[config.mk]
export PLATFORM = sky130hd
export DESIGN_NAME = umrec_regs
export DESIGN_NICKNAME = d
export VERILOG_FILES = /design/src/umrec_pkg.sv /design/src/umrec_store.sv /design/src/umrec_regs.sv
export SDC_FILE = /design/constraint.sdc
export NUM_CORES = 2
export LEC_CHECK = 0
export ABC_AREA = 1
export BUFFER_PORTS_ARGS = -buffer_cell sky130_fd_sc_hd__buf_2
export CAP_MARGIN = 10
export CELL_PAD_IN_SITES_DETAIL_PLACEMENT = 1
export CELL_PAD_IN_SITES_GLOBAL_PLACEMENT = 1
export CORE_ASPECT_RATIO = 1.5
export CORE_MARGIN = 3
export CORE_UTILIZATION = 35
export CTS_CLUSTER_SIZE = 40
export DETAILED_ROUTE_END_ITERATION = 16
export GPL_ROUTABILITY_DRIVEN = 1
export PLACE_DENSITY_LB_ADDON = 0.1
export SYNTH_ARGS = -nofsm -noshare
export SYNTH_HDL_FRONTEND = slang
export SYNTH_SLANG_ARGS = --single-unit
[constraint.sdc]
create_clock -name CLOCK -period 1.9 [get_ports CLOCK]
set_input_delay 0.38 -clock CLOCK [delete_from_list [all_inputs] [get_ports CLOCK]]
set_output_delay 0.38 -clock CLOCK [all_outputs]
set_load 0.01 [all_outputs]
[src/umrec_pkg.sv]
`default_nettype none

package umrec_pkg;

  // frame offsets, byte addresses within the control frame
  localparam int ADDR_W = 12;
  localparam logic [11:0] OFF_ERR_CTRL = 12'h0F0;
  localparam logic [11:0] OFF_ERR_STAT = 12'h0F8;
  localparam logic [11:0] OFF_CSU_CAP = 12'h848;
  localparam logic [11:0] OFF_BW = 12'h860;
  localparam logic [11:0] OFF_BW_CAP = 12'h868;

  // monitor readout fields
  localparam int READY_BIT = 31;
  localparam int VALUE_MSB = 30;

  // error control and error status fields
  localparam int ENABLE_BIT = 0;
  localparam int OVR_BIT = 31;
  localparam int CODE_MSB = 27;
  localparam int CODE_LSB = 24;
  localparam int GROUP_MSB = 23;
  localparam int GROUP_LSB = 16;
  localparam int ID_MSB = 15;
  localparam logic [31:0] STAT_WRITE_MASK = 32'h8FFF_FFFF;
  localparam logic [3:0] CODE_NONE = 4'h0;
  localparam logic [3:0] CODE_MON_RANGE = 4'h5;
  localparam logic [3:0] CODE_LAST = 4'h7;

  // reset values
  localparam logic [31:0] WORD_RESET = 32'h0000_0000;
  localparam logic ENABLE_RESET = 1'b0;

  // monitor storage: three readout kinds, each with NUM_MON entries per bank
  localparam int NUM_BANKS = 2;
  localparam int SEL_W = 8;
  localparam int IDX_W = 2;
  localparam logic [7:0] NUM_MON = 8'h04;
  localparam int SLOT_W = 4;
  localparam int SLOT_COUNT = 12;
  localparam logic [3:0] SLOT_BASE_CSU_CAP = 4'h0;
  localparam logic [3:0] SLOT_BASE_BW = 4'h4;
  localparam logic [3:0] SLOT_BASE_BW_CAP = 4'h8;

  typedef enum logic [2:0] {
    KIND_CSU_CAP = 3'b001,
    KIND_BW = 3'b010,
    KIND_BW_CAP = 3'b100
  } umrec_kind_t;

  // register access on the control frame
  typedef struct packed {
    logic valid;
    logic write;
    logic ns;
    logic [11:0] addr;
    logic [31:0] wdata;
  } umrec_req_t;

  // new reading from the counting logic
  typedef struct packed {
    logic valid;
    logic ns;
    umrec_kind_t kind;
    logic [7:0] index;
    logic ready;
    logic [30:0] value;
  } umrec_upd_t;

  // error detected elsewhere in the component
  typedef struct packed {
    logic valid;
    logic ns;
    logic [3:0] code;
    logic [7:0] group;
    logic [15:0] id;
  } umrec_err_t;

endpackage

`default_nettype wire

[src/umrec_store.sv]
`timescale 1ns/1ps
`default_nettype none

module umrec_store (
  // clock and reset
  input wire logic clock,
  input wire logic rstn,
  // hardware update
  input wire logic upd_en,
  input wire logic [umrec_pkg::SLOT_W-1:0] upd_slot,
  input wire logic [31:0] upd_word,
  // software write
  input wire logic sw_en,
  input wire logic [umrec_pkg::SLOT_W-1:0] sw_slot,
  input wire logic [31:0] sw_word,
  // read
  input wire logic [umrec_pkg::SLOT_W-1:0] rd_slot,
  output logic [31:0] rd_word
);

  logic [31:0] mem [umrec_pkg::SLOT_COUNT];
  logic [31:0] next_mem [umrec_pkg::SLOT_COUNT];

  // hardware update lands after the software write, so a fresh reading is never lost
  always_comb begin
    next_mem = mem;
    if (sw_en) begin
      next_mem[sw_slot] = sw_word;
    end
    if (upd_en) begin
      next_mem[upd_slot] = upd_word;
    end
  end

  always_ff @(posedge clock or negedge rstn) begin
    if (!rstn) begin
      for (int i = 0; i < umrec_pkg::SLOT_COUNT; i++) begin
        mem[i] <= umrec_pkg::WORD_RESET;
      end
    end else begin
      mem <= next_mem;
    end
  end

  // slots above the last are never addressed by the owner
  assign rd_word = mem[rd_slot];

endmodule // umrec_store

`default_nettype wire

[src/umrec_regs.sv]
`timescale 1ns/1ps
`default_nettype none

module umrec_regs #(
  parameter bit HAS_MONITORING = 1'b1,
  parameter bit HAS_CSU = 1'b1,
  parameter bit HAS_CSU_CAPTURE = 1'b1,
  parameter bit HAS_BW = 1'b1,
  parameter bit HAS_BW_CAPTURE = 1'b1,
  parameter bit CAN_ERROR = 1'b1
) (
  // clock and reset
  input wire logic CLOCK,
  input wire logic RSTN,
  // control frame access
  input wire umrec_pkg::umrec_req_t REQ,
  output logic [31:0] RDATA,
  output logic ACK,
  // monitor selection, one per security bank
  input wire logic [umrec_pkg::SEL_W-1:0] MON_SEL_S,
  input wire logic [umrec_pkg::SEL_W-1:0] MON_SEL_NS,
  // counting logic and error sources
  input wire umrec_pkg::umrec_upd_t MON_UPD,
  input wire umrec_pkg::umrec_err_t ERR_IN,
  // error interrupts
  output logic IRQ_S,
  output logic IRQ_NS
);

  // a register counts as present only when every feature it depends on is present
  localparam bit CSU_CAP_ON = HAS_MONITORING & HAS_CSU & HAS_CSU_CAPTURE;
  localparam bit BW_ON = HAS_MONITORING & HAS_BW;
  localparam bit BW_CAP_ON = BW_ON & HAS_BW_CAPTURE;
  localparam logic ENABLE_RESET_C = umrec_pkg::ENABLE_RESET;

  function automatic logic [umrec_pkg::SLOT_W-1:0] slot_base(input umrec_pkg::umrec_kind_t kind);
    case (kind)
      umrec_pkg::KIND_BW: slot_base = umrec_pkg::SLOT_BASE_BW;
      umrec_pkg::KIND_BW_CAP: slot_base = umrec_pkg::SLOT_BASE_BW_CAP;
      default: slot_base = umrec_pkg::SLOT_BASE_CSU_CAP;
    endcase
  endfunction

  logic [31:0] rdata;
  logic [31:0] next_rdata;
  logic ack;
  logic next_ack;
  logic enable [umrec_pkg::NUM_BANKS];
  logic next_enable [umrec_pkg::NUM_BANKS];
  logic [31:0] stat [umrec_pkg::NUM_BANKS];
  logic [31:0] next_stat [umrec_pkg::NUM_BANKS];
  logic irq [umrec_pkg::NUM_BANKS];
  logic next_irq [umrec_pkg::NUM_BANKS];

  logic [umrec_pkg::SEL_W-1:0] sel;
  logic kind_hit;
  umrec_pkg::umrec_kind_t kind;
  logic sel_ok;
  logic mon_write;
  logic mon_range_err;
  logic [umrec_pkg::SLOT_W-1:0] acc_slot;
  logic upd_ok;
  logic [umrec_pkg::SLOT_W-1:0] upd_slot;
  logic [31:0] upd_word;
  logic [31:0] store_word [umrec_pkg::NUM_BANKS];

  // decode of the access: bank follows the security of the access
  always_comb begin
    sel = REQ.ns ? MON_SEL_NS : MON_SEL_S;
    kind = umrec_pkg::KIND_CSU_CAP;
    kind_hit = 1'b0;
    if (REQ.addr == umrec_pkg::OFF_CSU_CAP && CSU_CAP_ON) begin
      kind_hit = 1'b1;
    end else if (REQ.addr == umrec_pkg::OFF_BW && BW_ON) begin
      kind = umrec_pkg::KIND_BW;
      kind_hit = 1'b1;
    end else if (REQ.addr == umrec_pkg::OFF_BW_CAP && BW_CAP_ON) begin
      kind = umrec_pkg::KIND_BW_CAP;
      kind_hit = 1'b1;
    end
    sel_ok = sel < umrec_pkg::NUM_MON;
    // an out-of-range selector touches no monitor and is reported instead
    mon_range_err = REQ.valid && kind_hit && !sel_ok && CAN_ERROR;
    mon_write = REQ.valid && REQ.write && kind_hit && sel_ok;
    // only the low selector bits index the store; the range check guards the rest
    acc_slot = slot_base(kind) + {2'b00, sel[umrec_pkg::IDX_W-1:0]};
  end

  // readings from the counting logic, flag in the top bit
  always_comb begin
    upd_ok = MON_UPD.valid && (MON_UPD.index < umrec_pkg::NUM_MON);
    upd_slot = slot_base(MON_UPD.kind) + {2'b00, MON_UPD.index[umrec_pkg::IDX_W-1:0]};
    upd_word = {MON_UPD.ready, MON_UPD.value};
  end

  // one store per security bank keeps the two copies apart
  for (genvar b = 0; b < umrec_pkg::NUM_BANKS; b++) begin : g_bank
    umrec_store u_store (
      .clock(CLOCK),
      .rstn(RSTN),
      .upd_en(upd_ok && (MON_UPD.ns == 1'(b))),
      .upd_slot(upd_slot),
      .upd_word(upd_word),
      .sw_en(mon_write && (REQ.ns == 1'(b))),
      .sw_slot(acc_slot),
      .sw_word(REQ.wdata),
      .rd_slot(acc_slot),
      .rd_word(store_word[b])
    );
  end

  // read data and acknowledge, answered one cycle after the request
  always_comb begin
    next_ack = REQ.valid;
    // an absent register or a selector past the last monitor reads as zero
    next_rdata = umrec_pkg::WORD_RESET;
    if (REQ.valid && !REQ.write) begin
      if (kind_hit) begin
        next_rdata = sel_ok ? store_word[REQ.ns] : umrec_pkg::WORD_RESET;
      end else if (REQ.addr == umrec_pkg::OFF_ERR_CTRL && CAN_ERROR) begin
        next_rdata[umrec_pkg::ENABLE_BIT] = enable[REQ.ns];
      end else if (REQ.addr == umrec_pkg::OFF_ERR_STAT && CAN_ERROR) begin
        next_rdata = stat[REQ.ns];
      end
    end
  end

  // registered so that the answer stands one full cycle
  always_ff @(posedge CLOCK or negedge RSTN) begin
    if (!RSTN) begin
      rdata <= umrec_pkg::WORD_RESET;
      ack <= 1'b0;
    end else begin
      rdata <= next_rdata;
      ack <= next_ack;
    end
  end

  // error control and status per bank; a new error wins over a clearing write
  always_comb begin
    logic ext_hit;
    logic int_hit;
    logic [3:0] old_code;
    ext_hit = 1'b0;
    int_hit = 1'b0;
    old_code = umrec_pkg::CODE_NONE;
    for (int b = 0; b < umrec_pkg::NUM_BANKS; b++) begin
      next_enable[b] = enable[b];
      next_stat[b] = stat[b];
      if (REQ.valid && REQ.write && REQ.ns == b[0]) begin
        if (REQ.addr == umrec_pkg::OFF_ERR_CTRL) begin
          next_enable[b] = REQ.wdata[umrec_pkg::ENABLE_BIT];
        end
        if (REQ.addr == umrec_pkg::OFF_ERR_STAT) begin
          next_stat[b] = REQ.wdata & umrec_pkg::STAT_WRITE_MASK;
        end
      end
      // reserved codes are not recorded
      ext_hit = ERR_IN.valid && ERR_IN.ns == b[0] && ERR_IN.code != umrec_pkg::CODE_NONE
        && ERR_IN.code <= umrec_pkg::CODE_LAST;
      int_hit = mon_range_err && REQ.ns == b[0];
      old_code = next_stat[b][umrec_pkg::CODE_MSB:umrec_pkg::CODE_LSB];
      if (int_hit) begin
        // the selector error is taken as the most recent of a same-cycle pair
        next_stat[b] = {(old_code != umrec_pkg::CODE_NONE) || ext_hit, 3'b000,
          umrec_pkg::CODE_MON_RANGE, 8'h00, 8'h00, sel};
      end else if (ext_hit) begin
        next_stat[b] = {old_code != umrec_pkg::CODE_NONE, 3'b000,
          ERR_IN.code, ERR_IN.group, ERR_IN.id};
      end
      if (!CAN_ERROR) begin
        next_enable[b] = ENABLE_RESET_C;
        next_stat[b] = umrec_pkg::WORD_RESET;
      end
      // level interrupt, cleared when software clears the code
      next_irq[b] = next_enable[b]
        && next_stat[b][umrec_pkg::CODE_MSB:umrec_pkg::CODE_LSB] != umrec_pkg::CODE_NONE;
    end
  end

  // register the error state of both banks
  always_ff @(posedge CLOCK or negedge RSTN) begin
    if (!RSTN) begin
      for (int b = 0; b < umrec_pkg::NUM_BANKS; b++) begin
        enable[b] <= umrec_pkg::ENABLE_RESET;
        stat[b] <= umrec_pkg::WORD_RESET;
        irq[b] <= 1'b0;
      end
    end else begin
      enable <= next_enable;
      stat <= next_stat;
      irq <= next_irq;
    end
  end

  // outputs straight from flip-flops
  assign RDATA = rdata;
  assign ACK = ack;
  assign IRQ_S = irq[0];
  assign IRQ_NS = irq[1];

endmodule // umrec_regs

`default_nettype wire

==> key figures <==
Setup path
  • CP delay by family, top: buffers and inverters
  • Critical Path AT: 2430 ps
  • Critical path class: in2reg
  • Crit path max-delay cell type: buf_4
  • Worst setup EP type: flop
  • Most used cell, CP: buf_12
  • Max stage delay on crit path: 300 ps
  • Worst endpoint required time: 2470 ps
  • Startpoint Class: input pin
  • Flop-to-flop setup slack: 240 ps
  • Crit path buf inv count: 8
  • Worst-path maximum fanout: 12
  • Worst-path cell chain: buf_6 > inv_4 > buf_12 > nand2_4 > nand2_8 > nand2_8 > inv_2 > buf_12 > nand2_1 > inv_2 > buf_12 > nand3_2 > buf_4 > nand2_1 > a22oi_1

Place
  • Hpwl dp: 190000 um
  • Port bufs: 174
  • Placement-stage cell area: 60200 um2
  • Pre-CTS WS: -812 ps
  • RePlAce Congestion: 0.936
  • # placed instances: 9577

STA
  • Tmin final: 1860 ps
  • Tcrit/Tclk final: 0.980
  • Post-route setup slack: 38.3 ps
  • Final Hold Fails: 0
  • Worst Skew: 52.1 ps
  • Final Max Slew Viols: 0
  • Worst slew pin tran: 719 ps
  • Setup violators final: 0
  • Max Freq: 537 MHz
  • Relative slew slack: 0.519

Power and ir drop
  • Comb pwr share: 0.135
  • Internal power: 32.4 mW
  • Sequential share of power: 0.421
  • Max IR drop VDD: 0.000606 V
  • Switching share of power: 0.288
  • Pwr Total: 45.6 mW
  • Leakage: 32.3 nW
  • Clk network pwr share: 0.444
  • Power density cells: 707 nW/um2
  • Switching power total: 13.1 mW

Detailed routing
  • WL/cell: 28.4 um
  • DR top layer: met5
  • Routed Antenna Nets: 0
  • Routed via count: 57372
  • DRC Markers: 0
  • Drt first pass iters: 6
  • Number of DRC markers in iteration 0: 5213
  • Via density: 5.84
  • M1 WL: 108000 um
  • Drt total wl: 279000 um
  • Metal3 WL: 20700 um
  • Metal2 WL: 131000 um

Layout
  • Most common cell after layout, fill and taps aside: nor2_1
  • Share of cells above drive strength 1: 0.150
  • Area growth syn-to-layout: 27.2%
  • Cell area after layout: 64400 um2
  • Highest-count cells in the layout ignoring fill and taps: nor2_1, nand2_1, dfrtp_1
  • Nets@finish: 7995
  • Final Util: 0.449
  • Cell Count, Final, Fillers Out: 9827

Logic synthesis
  • Count of warnings emitted by yosys: 0
  • #FFs+latches synth: 863
  • Avg Inst Size Synth: 6.82 um2
  • Post-Syn Area: 50600 um2
  • Mapped Nets: 7565
  • Largest area contributor in the netlist: dfrtp_1
  • Top cells by area, synth: dfrtp_1, nor2_1, nand2_1
  • Synth top area share: 0.427
  • Register area share after synthesis: 0.427
  • Number of library cell types mapped by synthesis: 33
  • Cell count after synthesis: 7425

GRT
  • Largest net degree at the start of global routing: 100
  • First-pass GRT wire length: 404000 um
  • Aggregate global routing overflow: 0
  • Initial antenna violation count: 24
  • Vias in the first global route: 59555
  • Total GRT Usage: 0.367

Clocking
  • Clk slew on worst S/H paths: 60 ps
  • TritonCTS clock tree: built
  • # H-tree levels: 3
  • Clock root buffer: clkbuf_16
  • TritonCTS Sinks: 863
  • Buffer levels on the longest clock path: 3
  • Clock Latency Late Sink: 750 ps
  • Num CTS Buffers: 98

Job
  • Max-Cap Viols: 0

Die
  • FP Rows: 170
  • Die Footprint: 149000 um2
  • Core box area: 143000 um2
  • IO Pins: 175
  • Chip width: 317 um
  • DIE HEIGHT: 472 um
  • Starting Density: 0.353

Outcome
  • Status: completed

Hold path
  • Min-Delay Path Class: in2reg
==> routing by layer <==
layer | up-vias | GRT usage
met3 | 760 | 0.0625
met1 | 29209 | 0.449
li1 | 25063 | -
met4 | 16 | 0.215
met2 | 2324 | 0.604
met5 | - | 0
==> sequential cells by signal, summed over array words and instances (netlist names) <==
register,count
RDATA,32
IRQ_NS,1
enable,2
g_bank.u_store.mem,768
ACK,1
stat,58
IRQ_S,1
==> cells by family after synthesis <==
kind of cell,after synthesis,synth area share
DFF,863,0.427
buffers and inverters,835,0.0676
and+or+nand+nor,4291,0.326
AOI/OAI and AO/OA,1432,0.179
muxes,4,0.000791
==> worst reg2reg max path: cells and delay by family, from the launching register on <==
family        cells  cell delay, ps
flops             1             380
buf+inv           2             270
simple gates      8             890
==> stage by stage <==
stage / setup TNS (ps) / hold WS (ps)
floorplan: -44940 / 84.4
CTS: -11.8 / 8.64
global route: -64.4 / 28.0
detailed placement: -550550 / 273
global placement: -522080 / 277
finish: 0 / 60.2
==> repair_timing <==
item,4_1_cts,5_1_grt
hold endpoints to repair,245,0
buffers inserted,0,14
resized for setup,5,44
endpoints found under the setup margin,12,413
gates cloned,0,4
hold buffers,52,0
pin swaps,0,16
==> area by class of cell <==
| cell class | instances | area [um2] |
|---|---|---|
| clock buffer | 143 | 2850 |
| sequential | 863 | 21600 |
| antenna | 8 | 20.0 |
| multi-input combinational | 5728 | 26100 |
| clock inverter | 29 | 372 |
| fill | 17847 | 78900 |
| timing repair buffer | 963 | 10300 |
| inverter | 201 | 768 |
| tap | 1892 | 2370 |
==> power by group through the flow <==
stage                     registers [mW]  clock network (mW)  logic (mW)
after floorplan                     19.4                   0        2.52
after global placement              19.5                   0        5.88
after detailed placement            19.5                   0        5.94
after CTS                           19.2                20.5        6.07
after global routing                19.2                21.1        6.61
final                               19.2                20.2        6.16
==> cell usage after synthesis, drive strengths merged <==
| cell type | n |
|---|---|
| o31ai | 1 |
| o211ai | 10 |
| nor3b | 1 |
| or2 | 16 |
| nor3 | 8 |
| nor2 | 2379 |
| mux2i | 4 |
| dfrtp | 863 |
| clkbuf | 484 |
| a31oi | 1 |
| nand2 | 1741 |
| clkinv | 11 |
| nand3 | 73 |
| a21oi | 140 |
| o22ai | 28 |
| o21ai | 520 |
| nand3b | 5 |
| nand4 | 68 |
| inv | 190 |
| buf | 150 |
| a22oi | 732 |
==> worst paths after layout <==
path                                            start                         end  depth (start not counted)
max                                           REQ[44]  g_bank[1].u_store.mem[258]                         15
min in group asynchronous                        RSTN  g_bank[1].u_store.mem[287]                          2
min                                       MON_UPD[11]  g_bank[1].u_store.mem[107]                          3
max reg2reg                g_bank[0].u_store.mem[361]                    RDATA[9]                         10
min reg2reg                                  stat[11]                    stat[11]                          2
max in group asynchronous                        RSTN  g_bank[0].u_store.mem[201]                          3
No activity file was read; power rests on OpenSTA's default activity.
